<file path="config.mk">
export PLATFORM = sky130hd
export DESIGN_NAME = htd_top
export DESIGN_NICKNAME = d
export VERILOG_FILES = /design/src/htd_pkg.sv /design/src/htd_fifo.sv /design/src/htd_top.sv
export SDC_FILE = /design/constraint.sdc
export NUM_CORES = 1
export LEC_CHECK = 0
export ABC_AREA = 1
export ABC_CLOCK_PERIOD_IN_PS = 5000
export BUFFER_PORTS_ARGS = -buffer_cell sky130_fd_sc_hd__buf_2
export CORE_ASPECT_RATIO = 2
export CORE_MARGIN = 3
export CORE_UTILIZATION = 30
export DETAILED_ROUTE_END_ITERATION = 10
export PLACE_DENSITY = 0.48
export SYNTH_ARGS = -nofsm -noshare
export SYNTH_HDL_FRONTEND = slang
export SYNTH_SLANG_ARGS = --single-unit
</file>
<file path="constraint.sdc">
create_clock -name clock -period 5 [get_ports clock]
set_input_delay 0.5 -clock clock [delete_from_list [all_inputs] [get_ports clock]]
set_output_delay 0.5 -clock clock [all_outputs]
set_load 0.02 [all_outputs]
</file>
<file path="src/htd_pkg.sv">
// htd_pkg: constants and carrier types for the transfer descriptor field decoder
// assumes a 32-bit avalon-mm slave and an 8-byte descriptor image
package htd_pkg;
  localparam logic [7:0] HTD_REG_CTRL = 8'h00;
  localparam logic [7:0] HTD_REG_STATUS = 8'h04;
  localparam logic [7:0] HTD_REG_FRAME = 8'h08;
  localparam logic [7:0] HTD_REG_DESC_LO = 8'h0C;
  localparam logic [7:0] HTD_REG_DESC_HI = 8'h10;
  localparam logic [7:0] HTD_REG_SCHED = 8'h14;
  localparam logic [7:0] HTD_REG_PAYLOAD = 8'h18;
  localparam logic [7:0] HTD_REG_TOKEN = 8'h1C;
  // descriptor bit positions within the 64-bit image (byte n at bits 8n+7:8n)
  localparam int HTD_POS_LEN = 32;
  localparam int HTD_POS_SPEED = 26;
  localparam int HTD_POS_DIR = 42;
  localparam int HTD_POS_PINGPONG = 46;
  localparam int HTD_POS_PAIRED = 47;
  localparam int HTD_POS_FUNC = 48;
  localparam int HTD_POS_BYTE7 = 56;
  localparam int HTD_POS_MPS = 16;
  localparam int HTD_POS_EP = 28;
  localparam int HTD_FIFO_DEPTH = 8;
  localparam int HTD_FIFO_WIDTH = 32;
  localparam logic [15:0] HTD_FRAME_RST = 16'h0000;
  localparam logic [1:0] HTD_TOK_SETUP = 2'h0;
  localparam logic [1:0] HTD_TOK_OUT = 2'h1;
  localparam logic [1:0] HTD_TOK_IN = 2'h2;
  localparam logic [1:0] HTD_TOK_RSVD = 2'h3;
  localparam logic [1:0] HTD_KIND_BULK = 2'h0;
  localparam logic [1:0] HTD_KIND_INTR = 2'h1;
  localparam logic [1:0] HTD_KIND_ISO = 2'h2;

  typedef struct packed {
    logic low_speed;
    logic [9:0] transfer_length;
    logic pong_select;
    logic paired;
    logic [1:0] token_direction;
    logic [6:0] target_function_number;
    logic [3:0] endpoint;
    logic [9:0] per_packet_byte_limit;
    logic [7:0] first_frame_select;
  } htd_fields_type;

  typedef struct packed {
    logic valid;
    logic low_speed;
    logic [1:0] pid_kind;
    logic [6:0] function_number;
    logic [3:0] endpoint;
    logic [9:0] byte_count;
    logic pong;
  } htd_token_type;
endpackage

</file>
<file path="src/htd_fifo.sv">
// htd_fifo: parameterised synchronous fifo with valid/ready on both sides
// assumes one clock and a synchronous active-high reset
`timescale 1ns/100ps
module htd_fifo #(
  parameter int WIDTH = 32,
  parameter int DEPTH = 8
) (
  input wire logic clock,
  input wire logic sys_rst,
  input wire logic [WIDTH-1:0] in_data,
  input wire logic in_valid,
  output logic in_ready,
  output logic [WIDTH-1:0] out_data,
  output logic out_valid,
  input wire logic out_ready
);
  localparam int AW = $clog2(DEPTH);
  logic [WIDTH-1:0] mem [DEPTH];
  logic [AW-1:0] wr_r;
  logic [AW-1:0] rd_r;
  logic [AW:0] cnt_r;
  wire push = in_valid && in_ready;
  wire pop = out_valid && out_ready;
  assign in_ready = cnt_r < (AW+1)'(DEPTH);
  assign out_valid = cnt_r != '0;
  assign out_data = mem[rd_r];
  always_ff @(posedge clock) begin
    if (push) begin
      mem[wr_r] <= in_data;
    end
  end
  always_ff @(posedge clock) begin
    if (sys_rst) begin
      wr_r <= '0;
      rd_r <= '0;
      cnt_r <= '0;
    end else begin
      if (push) begin
        wr_r <= (wr_r == AW'(DEPTH-1)) ? '0 : wr_r + 1'b1;
      end
      if (pop) begin
        rd_r <= (rd_r == AW'(DEPTH-1)) ? '0 : rd_r + 1'b1;
      end
      cnt_r <= cnt_r + (AW+1)'(push) - (AW+1)'(pop);
    end
  end
endmodule

</file>
<file path="src/htd_top.sv">
// htd_top: decodes software-written transfer descriptor fields and schedules tokens
// assumes avalon-mm master on the same clock; a link engine drains token_out
//
// Implementation choices: the register addresses and the Avalon-MM interface to the registers.
`timescale 1ns/100ps
import htd_pkg::*;
module htd_top (
  input wire logic clock,
  input wire logic sys_rst,
  input wire logic [7:0] avs_address,
  input wire logic avs_read,
  input wire logic avs_write,
  input wire logic [31:0] avs_writedata,
  input wire logic [3:0] avs_byteenable,
  output logic [31:0] avs_readdata,
  output logic avs_waitrequest,
  input wire logic frame_tick,
  output htd_token_type token_out,
  input wire logic token_done,
  output logic [31:0] payload_data,
  output logic payload_valid,
  input wire logic payload_ready
);
  typedef enum logic [3:0] {
    ST_IDLE = 4'b0001,
    ST_WAIT = 4'b0010,
    ST_ISSUE = 4'b0100,
    ST_BUSY = 4'b1000
  } htd_state_type;

  function automatic logic [31:0] merge(input logic [31:0] old, input logic [31:0] nw,
                                        input logic [3:0] be);
    for (int i = 0; i < 4; i++) begin
      old[i*8 +: 8] = be[i] ? nw[i*8 +: 8] : old[i*8 +: 8];
    end
    return old;
  endfunction

  function automatic htd_fields_type decode(input logic [63:0] d);
    htd_fields_type f;
    f.low_speed = d[HTD_POS_SPEED];
    f.transfer_length = d[HTD_POS_LEN +: 10];
    f.pong_select = d[HTD_POS_PINGPONG];
    f.paired = d[HTD_POS_PAIRED];
    f.token_direction = d[HTD_POS_DIR +: 2];
    f.target_function_number = d[HTD_POS_FUNC +: 7];
    f.endpoint = d[HTD_POS_EP +: 4];
    f.per_packet_byte_limit = d[HTD_POS_MPS +: 10];
    f.first_frame_select = d[HTD_POS_BYTE7 +: 8];
    return f;
  endfunction

  // two descriptor slots: slot 0 holds the first buffer, slot 1 the second of a pair
  logic [63:0] desc_r [2];
  logic [1:0] active_r;
  logic [1:0] kind_r;
  logic [15:0] frame_r;
  logic [1:0] tick_sync_r;
  logic tick_prev_r;
  logic frame_start_r;
  logic cur_slot_r;
  logic first_sent_r;
  logic hold_r;
  logic [6:0] poll_cnt_r;
  logic [31:0] readdata_r;
  logic ack_r;
  htd_token_type token_r;
  htd_state_type state_r;
  htd_state_type state_nxt;

  htd_fields_type fld [2];
  for (genvar g = 0; g < 2; g++) begin : g_dec
    assign fld[g] = decode(desc_r[g]);
  end

  wire htd_fields_type cur = fld[cur_slot_r];
  wire tick_rise = tick_sync_r[1] && !tick_prev_r;
  wire req = (avs_read || avs_write) && !ack_r;
  // a write lands on the answer edge, where the master sees waitrequest low
  wire wr_en = avs_write && ack_r;
  wire [31:0] frame_merged = merge({16'h0000, frame_r}, avs_writedata, avs_byteenable);
  // software may only rewrite a slot while it is idle, so the fields never move mid-use
  wire slot_busy = (state_r != ST_IDLE);
  wire [4:0] intr_start = cur.first_frame_select[4:0];
  wire [2:0] intr_exp = cur.first_frame_select[7:5];
  wire [6:0] intr_mask = 7'((8'h01 << intr_exp) - 8'h01);
  wire intr_due = ((frame_r[6:0] & intr_mask) == (7'(intr_start) & intr_mask));
  wire iso_due = (frame_r[7:0] == cur.first_frame_select);
  wire kind_due = (kind_r == HTD_KIND_ISO) ? iso_due :
                  (kind_r == HTD_KIND_INTR) ? intr_due : 1'b1;
  // pong may start only after the ping token was finished with token_done
  wire pong_block = cur.paired && cur.pong_select && !first_sent_r;
  wire tok_ok = (cur.token_direction != HTD_TOK_RSVD);
  wire due = active_r[cur_slot_r] && kind_due && !pong_block && tok_ok;
  wire fifo_in_ready;
  wire pay_push = (state_r == ST_ISSUE) && (cur.token_direction != HTD_TOK_IN);

  always_comb begin
    state_nxt = state_r;
    case (state_r)
      ST_IDLE: if (active_r != 2'b00) state_nxt = ST_WAIT;
      ST_WAIT: if (due && frame_start_r || due && kind_r == HTD_KIND_BULK) state_nxt = ST_ISSUE;
      ST_ISSUE: if (fifo_in_ready || !pay_push) state_nxt = ST_BUSY;
      ST_BUSY: if (token_done) state_nxt = ST_IDLE;
      default: state_nxt = ST_IDLE;
    endcase
  end

  always_ff @(posedge clock) begin
    if (sys_rst) begin
      tick_sync_r <= 2'b00;
      tick_prev_r <= 1'b0;
      frame_start_r <= 1'b0;
    end else begin
      tick_sync_r <= {tick_sync_r[0], frame_tick};
      tick_prev_r <= tick_sync_r[1];
      // one cycle late, so the match sees the number of the frame just begun
      frame_start_r <= tick_rise;
    end
  end

  always_ff @(posedge clock) begin
    if (sys_rst) begin
      frame_r <= HTD_FRAME_RST;
    end else if (wr_en && avs_address == HTD_REG_FRAME) begin
      frame_r <= frame_merged[15:0];
    end else if (tick_rise) begin
      frame_r <= frame_r + 16'h0001;
    end
  end

  always_ff @(posedge clock) begin
    if (wr_en && !slot_busy && avs_address == HTD_REG_DESC_LO) begin
      desc_r[0][31:0] <= merge(desc_r[0][31:0], avs_writedata, avs_byteenable);
    end
    if (wr_en && !slot_busy && avs_address == HTD_REG_DESC_HI) begin
      desc_r[0][63:32] <= merge(desc_r[0][63:32], avs_writedata, avs_byteenable);
    end
    if (wr_en && !slot_busy && avs_address == HTD_REG_SCHED && avs_writedata[4]) begin
      desc_r[1] <= desc_r[0];
    end
  end

  always_ff @(posedge clock) begin
    if (sys_rst) begin
      active_r <= 2'b00;
      kind_r <= HTD_KIND_BULK;
      cur_slot_r <= 1'b0;
      first_sent_r <= 1'b0;
      state_r <= ST_IDLE;
    end else begin
      state_r <= state_nxt;
      if (wr_en && !slot_busy && avs_address == HTD_REG_CTRL) begin
        active_r <= avs_writedata[1:0];
        kind_r <= avs_writedata[3:2];
        cur_slot_r <= 1'b0;
        first_sent_r <= 1'b0;
      end else if (state_r == ST_BUSY && token_done) begin
        active_r[cur_slot_r] <= 1'b0;
        if (cur.paired && !cur.pong_select) begin
          first_sent_r <= 1'b1;
        end
        if (active_r[~cur_slot_r] && fld[~cur_slot_r].paired) begin
          cur_slot_r <= ~cur_slot_r;
        end
      end else if (state_r == ST_IDLE && !active_r[cur_slot_r] && active_r != 2'b00) begin
        cur_slot_r <= ~cur_slot_r;
      end
    end
  end

  always_ff @(posedge clock) begin
    if (sys_rst) begin
      token_r <= '0;
    end else if (state_r == ST_ISSUE && state_nxt == ST_BUSY) begin
      token_r.valid <= 1'b1;
      token_r.low_speed <= cur.low_speed;
      token_r.pid_kind <= cur.token_direction;
      token_r.function_number <= cur.target_function_number;
      token_r.endpoint <= cur.endpoint;
      token_r.byte_count <= cur.transfer_length;
      token_r.pong <= cur.pong_select;
    end else if (token_done) begin
      token_r.valid <= 1'b0;
    end
  end

  always_ff @(posedge clock) begin
    if (sys_rst) begin
      readdata_r <= 32'h0000_0000;
      ack_r <= 1'b0;
      hold_r <= 1'b0;
    end else begin
      ack_r <= req;
      hold_r <= (state_r == ST_WAIT) && !due;
      case (avs_address)
        HTD_REG_CTRL: readdata_r <= {28'h0, kind_r, active_r};
        HTD_REG_STATUS: readdata_r <= {25'h0, hold_r, first_sent_r, cur_slot_r,
                                       state_r};
        HTD_REG_FRAME: readdata_r <= {16'h0, frame_r};
        HTD_REG_DESC_LO: readdata_r <= desc_r[0][31:0];
        HTD_REG_DESC_HI: readdata_r <= desc_r[0][63:32];
        HTD_REG_TOKEN: readdata_r <= {5'h00, token_r};
        default: readdata_r <= 32'h0000_0000;
      endcase
    end
  end

  assign avs_readdata = readdata_r;
  assign avs_waitrequest = !ack_r;
  assign token_out = token_r;

  // payload path: low word of the current descriptor image stands in as sample data
  htd_fifo #(.WIDTH(HTD_FIFO_WIDTH), .DEPTH(HTD_FIFO_DEPTH)) u_fifo (
    .clock(clock),
    .sys_rst(sys_rst),
    .in_data(desc_r[cur_slot_r][31:0]),
    .in_valid(pay_push),
    .in_ready(fifo_in_ready),
    .out_data(payload_data),
    .out_valid(payload_valid),
    .out_ready(payload_ready)
  );

  a_token_speed: assert property (@(posedge clock) disable iff (sys_rst)
    (state_r == ST_ISSUE && state_nxt == ST_BUSY) |=> token_r.low_speed == $past(cur.low_speed))
    else $error("speed not carried");
  a_token_func: assert property (@(posedge clock) disable iff (sys_rst)
    $rose(token_r.valid) |-> token_r.function_number == $past(cur.target_function_number))
    else $error("function number wrong");
  a_token_len: assert property (@(posedge clock) disable iff (sys_rst)
    $rose(token_r.valid) |-> token_r.byte_count == $past(cur.transfer_length))
    else $error("length wrong");
  a_no_reserved: assert property (@(posedge clock) disable iff (sys_rst)
    token_r.valid |-> token_r.pid_kind != HTD_TOK_RSVD)
    else $error("reserved token issued");
  a_pong_order: assert property (@(posedge clock) disable iff (sys_rst)
    $rose(token_r.valid) && token_r.pong && $past(cur.paired) |-> first_sent_r)
    else $error("pong before ping");
  a_iso_frame: assert property (@(posedge clock) disable iff (sys_rst)
    (state_r == ST_WAIT && state_nxt == ST_ISSUE && kind_r == HTD_KIND_ISO)
    |-> frame_r[7:0] == cur.first_frame_select)
    else $error("iso outside start frame");
  a_intr_phase: assert property (@(posedge clock) disable iff (sys_rst)
    (state_r == ST_WAIT && state_nxt == ST_ISSUE && kind_r == HTD_KIND_INTR)
    |-> ((frame_r[6:0] ^ 7'(intr_start)) & intr_mask) == 7'h00)
    else $error("interrupt poll off phase");
  a_desc_stable: assert property (@(posedge clock) disable iff (sys_rst)
    (state_r == ST_BUSY && $past(state_r) == ST_BUSY) |-> $stable(desc_r[0]))
    else $error("descriptor changed in use");
  a_bus_answer: assert property (@(posedge clock) disable iff (sys_rst)
    (req && avs_waitrequest) |=> !avs_waitrequest)
    else $error("no bus answer");
  c_iso_issue: cover property (@(posedge clock) kind_r == HTD_KIND_ISO && $rose(token_r.valid));
  c_pair_done: cover property (@(posedge clock) $rose(token_r.valid) && token_r.pong);
  c_fifo_full: cover property (@(posedge clock) !fifo_in_ready);
  c_intr_issue: cover property (@(posedge clock) kind_r == HTD_KIND_INTR && $rose(token_r.valid));
endmodule

</file>
==> summary.md <==
| Metric | Value |
|---|---|
| Finished Cell Area | `22500 sq um` |
| Post-CTS Setup Bufs | `0` |
| Initial DRC count | `915` |
| Slew @ Worst Pin | `1.35 ns` |
| Final critical-path required period | `3.48 ns` |
| Area share of fa/ha/maj cells after synthesis | `0.810%` |
| Final Cycle Share | `69.5%` |
| Initial core utilization | `30.4%` |
| Syn_nets | `1769` |
| Post-synth cell types | `54` |
| Die Wd | `186 um` |
| Initial antenna violation count | `2` |
| Post-synthesis mux area share | `0.919%` |
| GRT Total Usage | `17.0%` |
| Asr flop ratio synth | `0%` |
| Clock Sinks | `485` |
| Die Ht | `366 um` |
| Synth Area in Simple Gates | `12.6%` |
| DR vias/cell | `4.89` |
| Syn. warnings | `0` |
| Sum of buffers and inverters on the critical path | `3` |
| Critical path capture point type | `primary output` |
| Worst-Skew Late Latency | `0.56 ns` |
| Clock transition at path regs | `0.07 ns` |
| CTS root buf | `clkbuf_16` |
| Critical Path Stages | `7` |
| Top FF cell, synth | `edfxtp_1` |
| Relative slew slack | `8.93%` |
| Overflow after GRT | `0` |
| Pin count of the biggest net entering global routing | `73` |
| Detailed Place HPWL | `39.7 mm` |
| RSZ-0062 raised after global routing | `no` |
| Die Area | `68200 sq um` |
| Post-DP Area | `21100 sq um` |
| Worst clock skew | `0.0178 ns` |
| CP max FO | `70` |
| Max stage delay cell, worst path | `inv_2` |
| H-Tree Depth | `2` |
| Final hold vios | `0` |
| Inserted Clock Buffers | `42` |
| Most frequent cells in the layout | `edfxtp_1 (381), nor2_1 (298), nand2_1 (216)` |
| Final setup violation count | `0` |
| CTS tree | `built` |
| Synth Cell Area | `19500 sq um` |
| Synth-to-Final Area Change | `15.8%` |
| Worst r2r path cells | `7` |
| Seq/Total Area, Yosys | `69.5%` |
| Flops & latches, synth | `485` |
| Peak VDD IR | `0.300 mV` |
| Complex-gate fraction of the synthesized area | `12.0%` |
| Number of global-route vias before repair | `13235` |
| Fin cells | `2729` |
| Leak pwr | `7.87 nW` |
| Layout cells sized above 1 | `15.8%` |
| Mapped Cells | `1706` |
| Per-cell routed wire length | `21.5 um` |
| Hold Path Depth | `1` |
| Outcome | `finished clean` |
| Commonest non-fill, non-tap cell in the layout | `edfxtp_1` |
| Core area | `64100 sq um` |
| Power per standard cell area | `408 nW/um^2` |
| Max_cap viols | `0` |
| Fmax | `0.288 GHz` |
| WP data arrival | `2.98 ns` |
| TNS Setup | `0 ns` |
| Crit path largest cell delay | `0.68 ns` |
| Clock tree buffer depth | `3` |
| Post-CTS Hold Buffers | `0` |
| Resize count post-CTS | `0` |
| I/O Buffers | `142` |
| Final net count | `1894` |
| # IOs | `143` |
| Tightest Hold Check Type | `in2reg` |
| First-pass GRT wire length | `86.5 mm` |
| Setup crit start kind | `register` |
| Critical path required time | `4.50 ns` |
| Worst-path cell chain | `inv_2, buf_12, o21ai_0, o22ai_1, nor2_1, a31oi_1, buf_2` |
| Post-synth EDFFs | `381` |
| Pre-Repair DR Iteration Count | `5` |
| DR DRC count | `0` |
| Top delay family on crit path | `buffers and inverters` |
| Final WL | `58.8 mm` |
| Final ANT Viol Nets | `0` |
| CP Class | `reg2out` |
| Vias after detailed routing | `13341` |
| Syn avg cell area | `11.4 sq um` |
| Placed instance count | `2651` |
| Routability congestion estimate from global placement | `0.904` |
| Final core occ | `35.2%` |
| Xor/xnor cell area share of the yosys netlist | `0.180%` |
| Hold_ws | `0.134 ns` |
| Rows | `131` |
| Slew Limit Fails | `0` |
| Largest family of logic cells by synthesized area | `simple AND/OR/NAND/NOR gates` |
-- synth_stat cells, types with 2 or more instances --
master | n | share of area (%)
a211oi_1 | 7 | 0.27
a21oi_1 | 48 | 1.2
a221oi_1 | 15 | 0.68
a221oi_2 | 2 | 0.15
a22o_1 | 2 | 0.090
a311oi_2 | 2 | 0.15
a31oi_1 | 60 | 1.9
a41oi_1 | 5 | 0.22
buf_1 | 6 | 0.12
buf_2 | 18 | 0.46
buf_4 | 2 | 0.077
buf_6 | 4 | 0.23
clkbuf_1 | 58 | 1.1
clkinv_1 | 2 | 0.039
dfxtp_1 | 104 | 11
edfxtp_1 | 381 | 59
ha_1 | 11 | 0.71
inv_1 | 95 | 1.8
inv_2 | 6 | 0.12
mux2_2 | 15 | 0.87
nand2_1 | 216 | 4.2
nand2_2 | 2 | 0.064
nand3_1 | 32 | 0.82
nand3_2 | 3 | 0.15
nand3b_1 | 4 | 0.15
nand4_1 | 7 | 0.22
nor2_1 | 299 | 5.8
nor2_2 | 3 | 0.096
nor3_1 | 20 | 0.51
nor3_2 | 2 | 0.10
o211ai_1 | 4 | 0.15
o21ai_0 | 204 | 5.2
o21ai_1 | 3 | 0.077
o21ai_2 | 3 | 0.14
o22ai_1 | 38 | 1.2
or2_1 | 2 | 0.064
or2_2 | 2 | 0.064
xor2_1 | 3 | 0.14
-- registers in the layout, indices dropped and copies added, names as in the netlist, named ones only --
signal         cells
frame_start_r      1
kind_r             2
token_out         26
first_sent_r       1
u_fifo.wr_r        3
u_fifo.cnt_r       4
tick_sync_r        2
avs_readdata      32
u_fifo.mem       256
desc_r           125
u_fifo.rd_r        3
active_r           2
state_r            4
ack_r              1
hold_r             1
cur_slot_r         1
tick_prev_r        1
frame_r           16
-- per-stage QoR --
stage / worst slack, ns / power (mW)
2_1_floorplan: 0.887 / 5.41
3_3_place_gp: 1.94 / 5.95
3_5_place_dp: 1.91 / 5.98
4_1_cts: 1.44 / 9.33
5_1_grt: 1.31 / 9.60
6_report: 1.52 / 9.20
-- power by group --
| group | internal [mW] | total, mW | switching, mW | leakage [nW] |
|---|---|---|---|---|
| sequential | 4.33 | 4.35 | 0.0227 | 4.27 |
| combinational | 0.432 | 1.49 | 1.06 | 2.92 |
| clock | 1.89 | 3.36 | 1.47 | 0.689 |
| total | 6.65 | 9.20 | 2.55 | 7.87 |
-- path summary, 6_finish.rpt --
path / start / end / slack (ns)
worst max-delay path: register / payload_data[1] / 1.52
worst max register to register: cur_slot_r$_SDFFE_PP0P_ / token_out[1]$_SDFFE_PP0P_ / 2.13
worst min register to register: tick_sync_r[0]$_SDFF_PP0_ / tick_sync_r[1]$_SDFF_PP0_ / 0.43
worst min-delay path: avs_writedata[19] / desc_r[0][19]$_DFFE_PP_ / 0.13
-- cells by family (layout without fill, tap and decap cells) --
logic type      count (synthesis)  after routing
compound gates                401            401
xor+xnor                        4              4
fa+ha+maj                      12             12
buf+inv                       191            349
flops                         485            485
mux                            16             16
other cells                     0              1
simple gates                  597            597
-- metal layers --
layer	track usage, %	vias up	part of all wire, %
met1	19.7	6538	38
met4	8.50	2	5.3
met5	0	-	0.022
met3	2.19	119	4.5
met2	30.5	373	53
li1	-	6309	-
-- area by class of cell --
type	instances	area, sq um
diodes	1	2.50
clock buffers	62	1250
clock inverters	15	153
fillers	6305	41500
inverters	103	387
multi-input cells	1030	5210
flip-flops and latches	485	13500
well taps	864	1080
repair buffers	169	926
No activity file was read; power rests on OpenSTA's default activity.
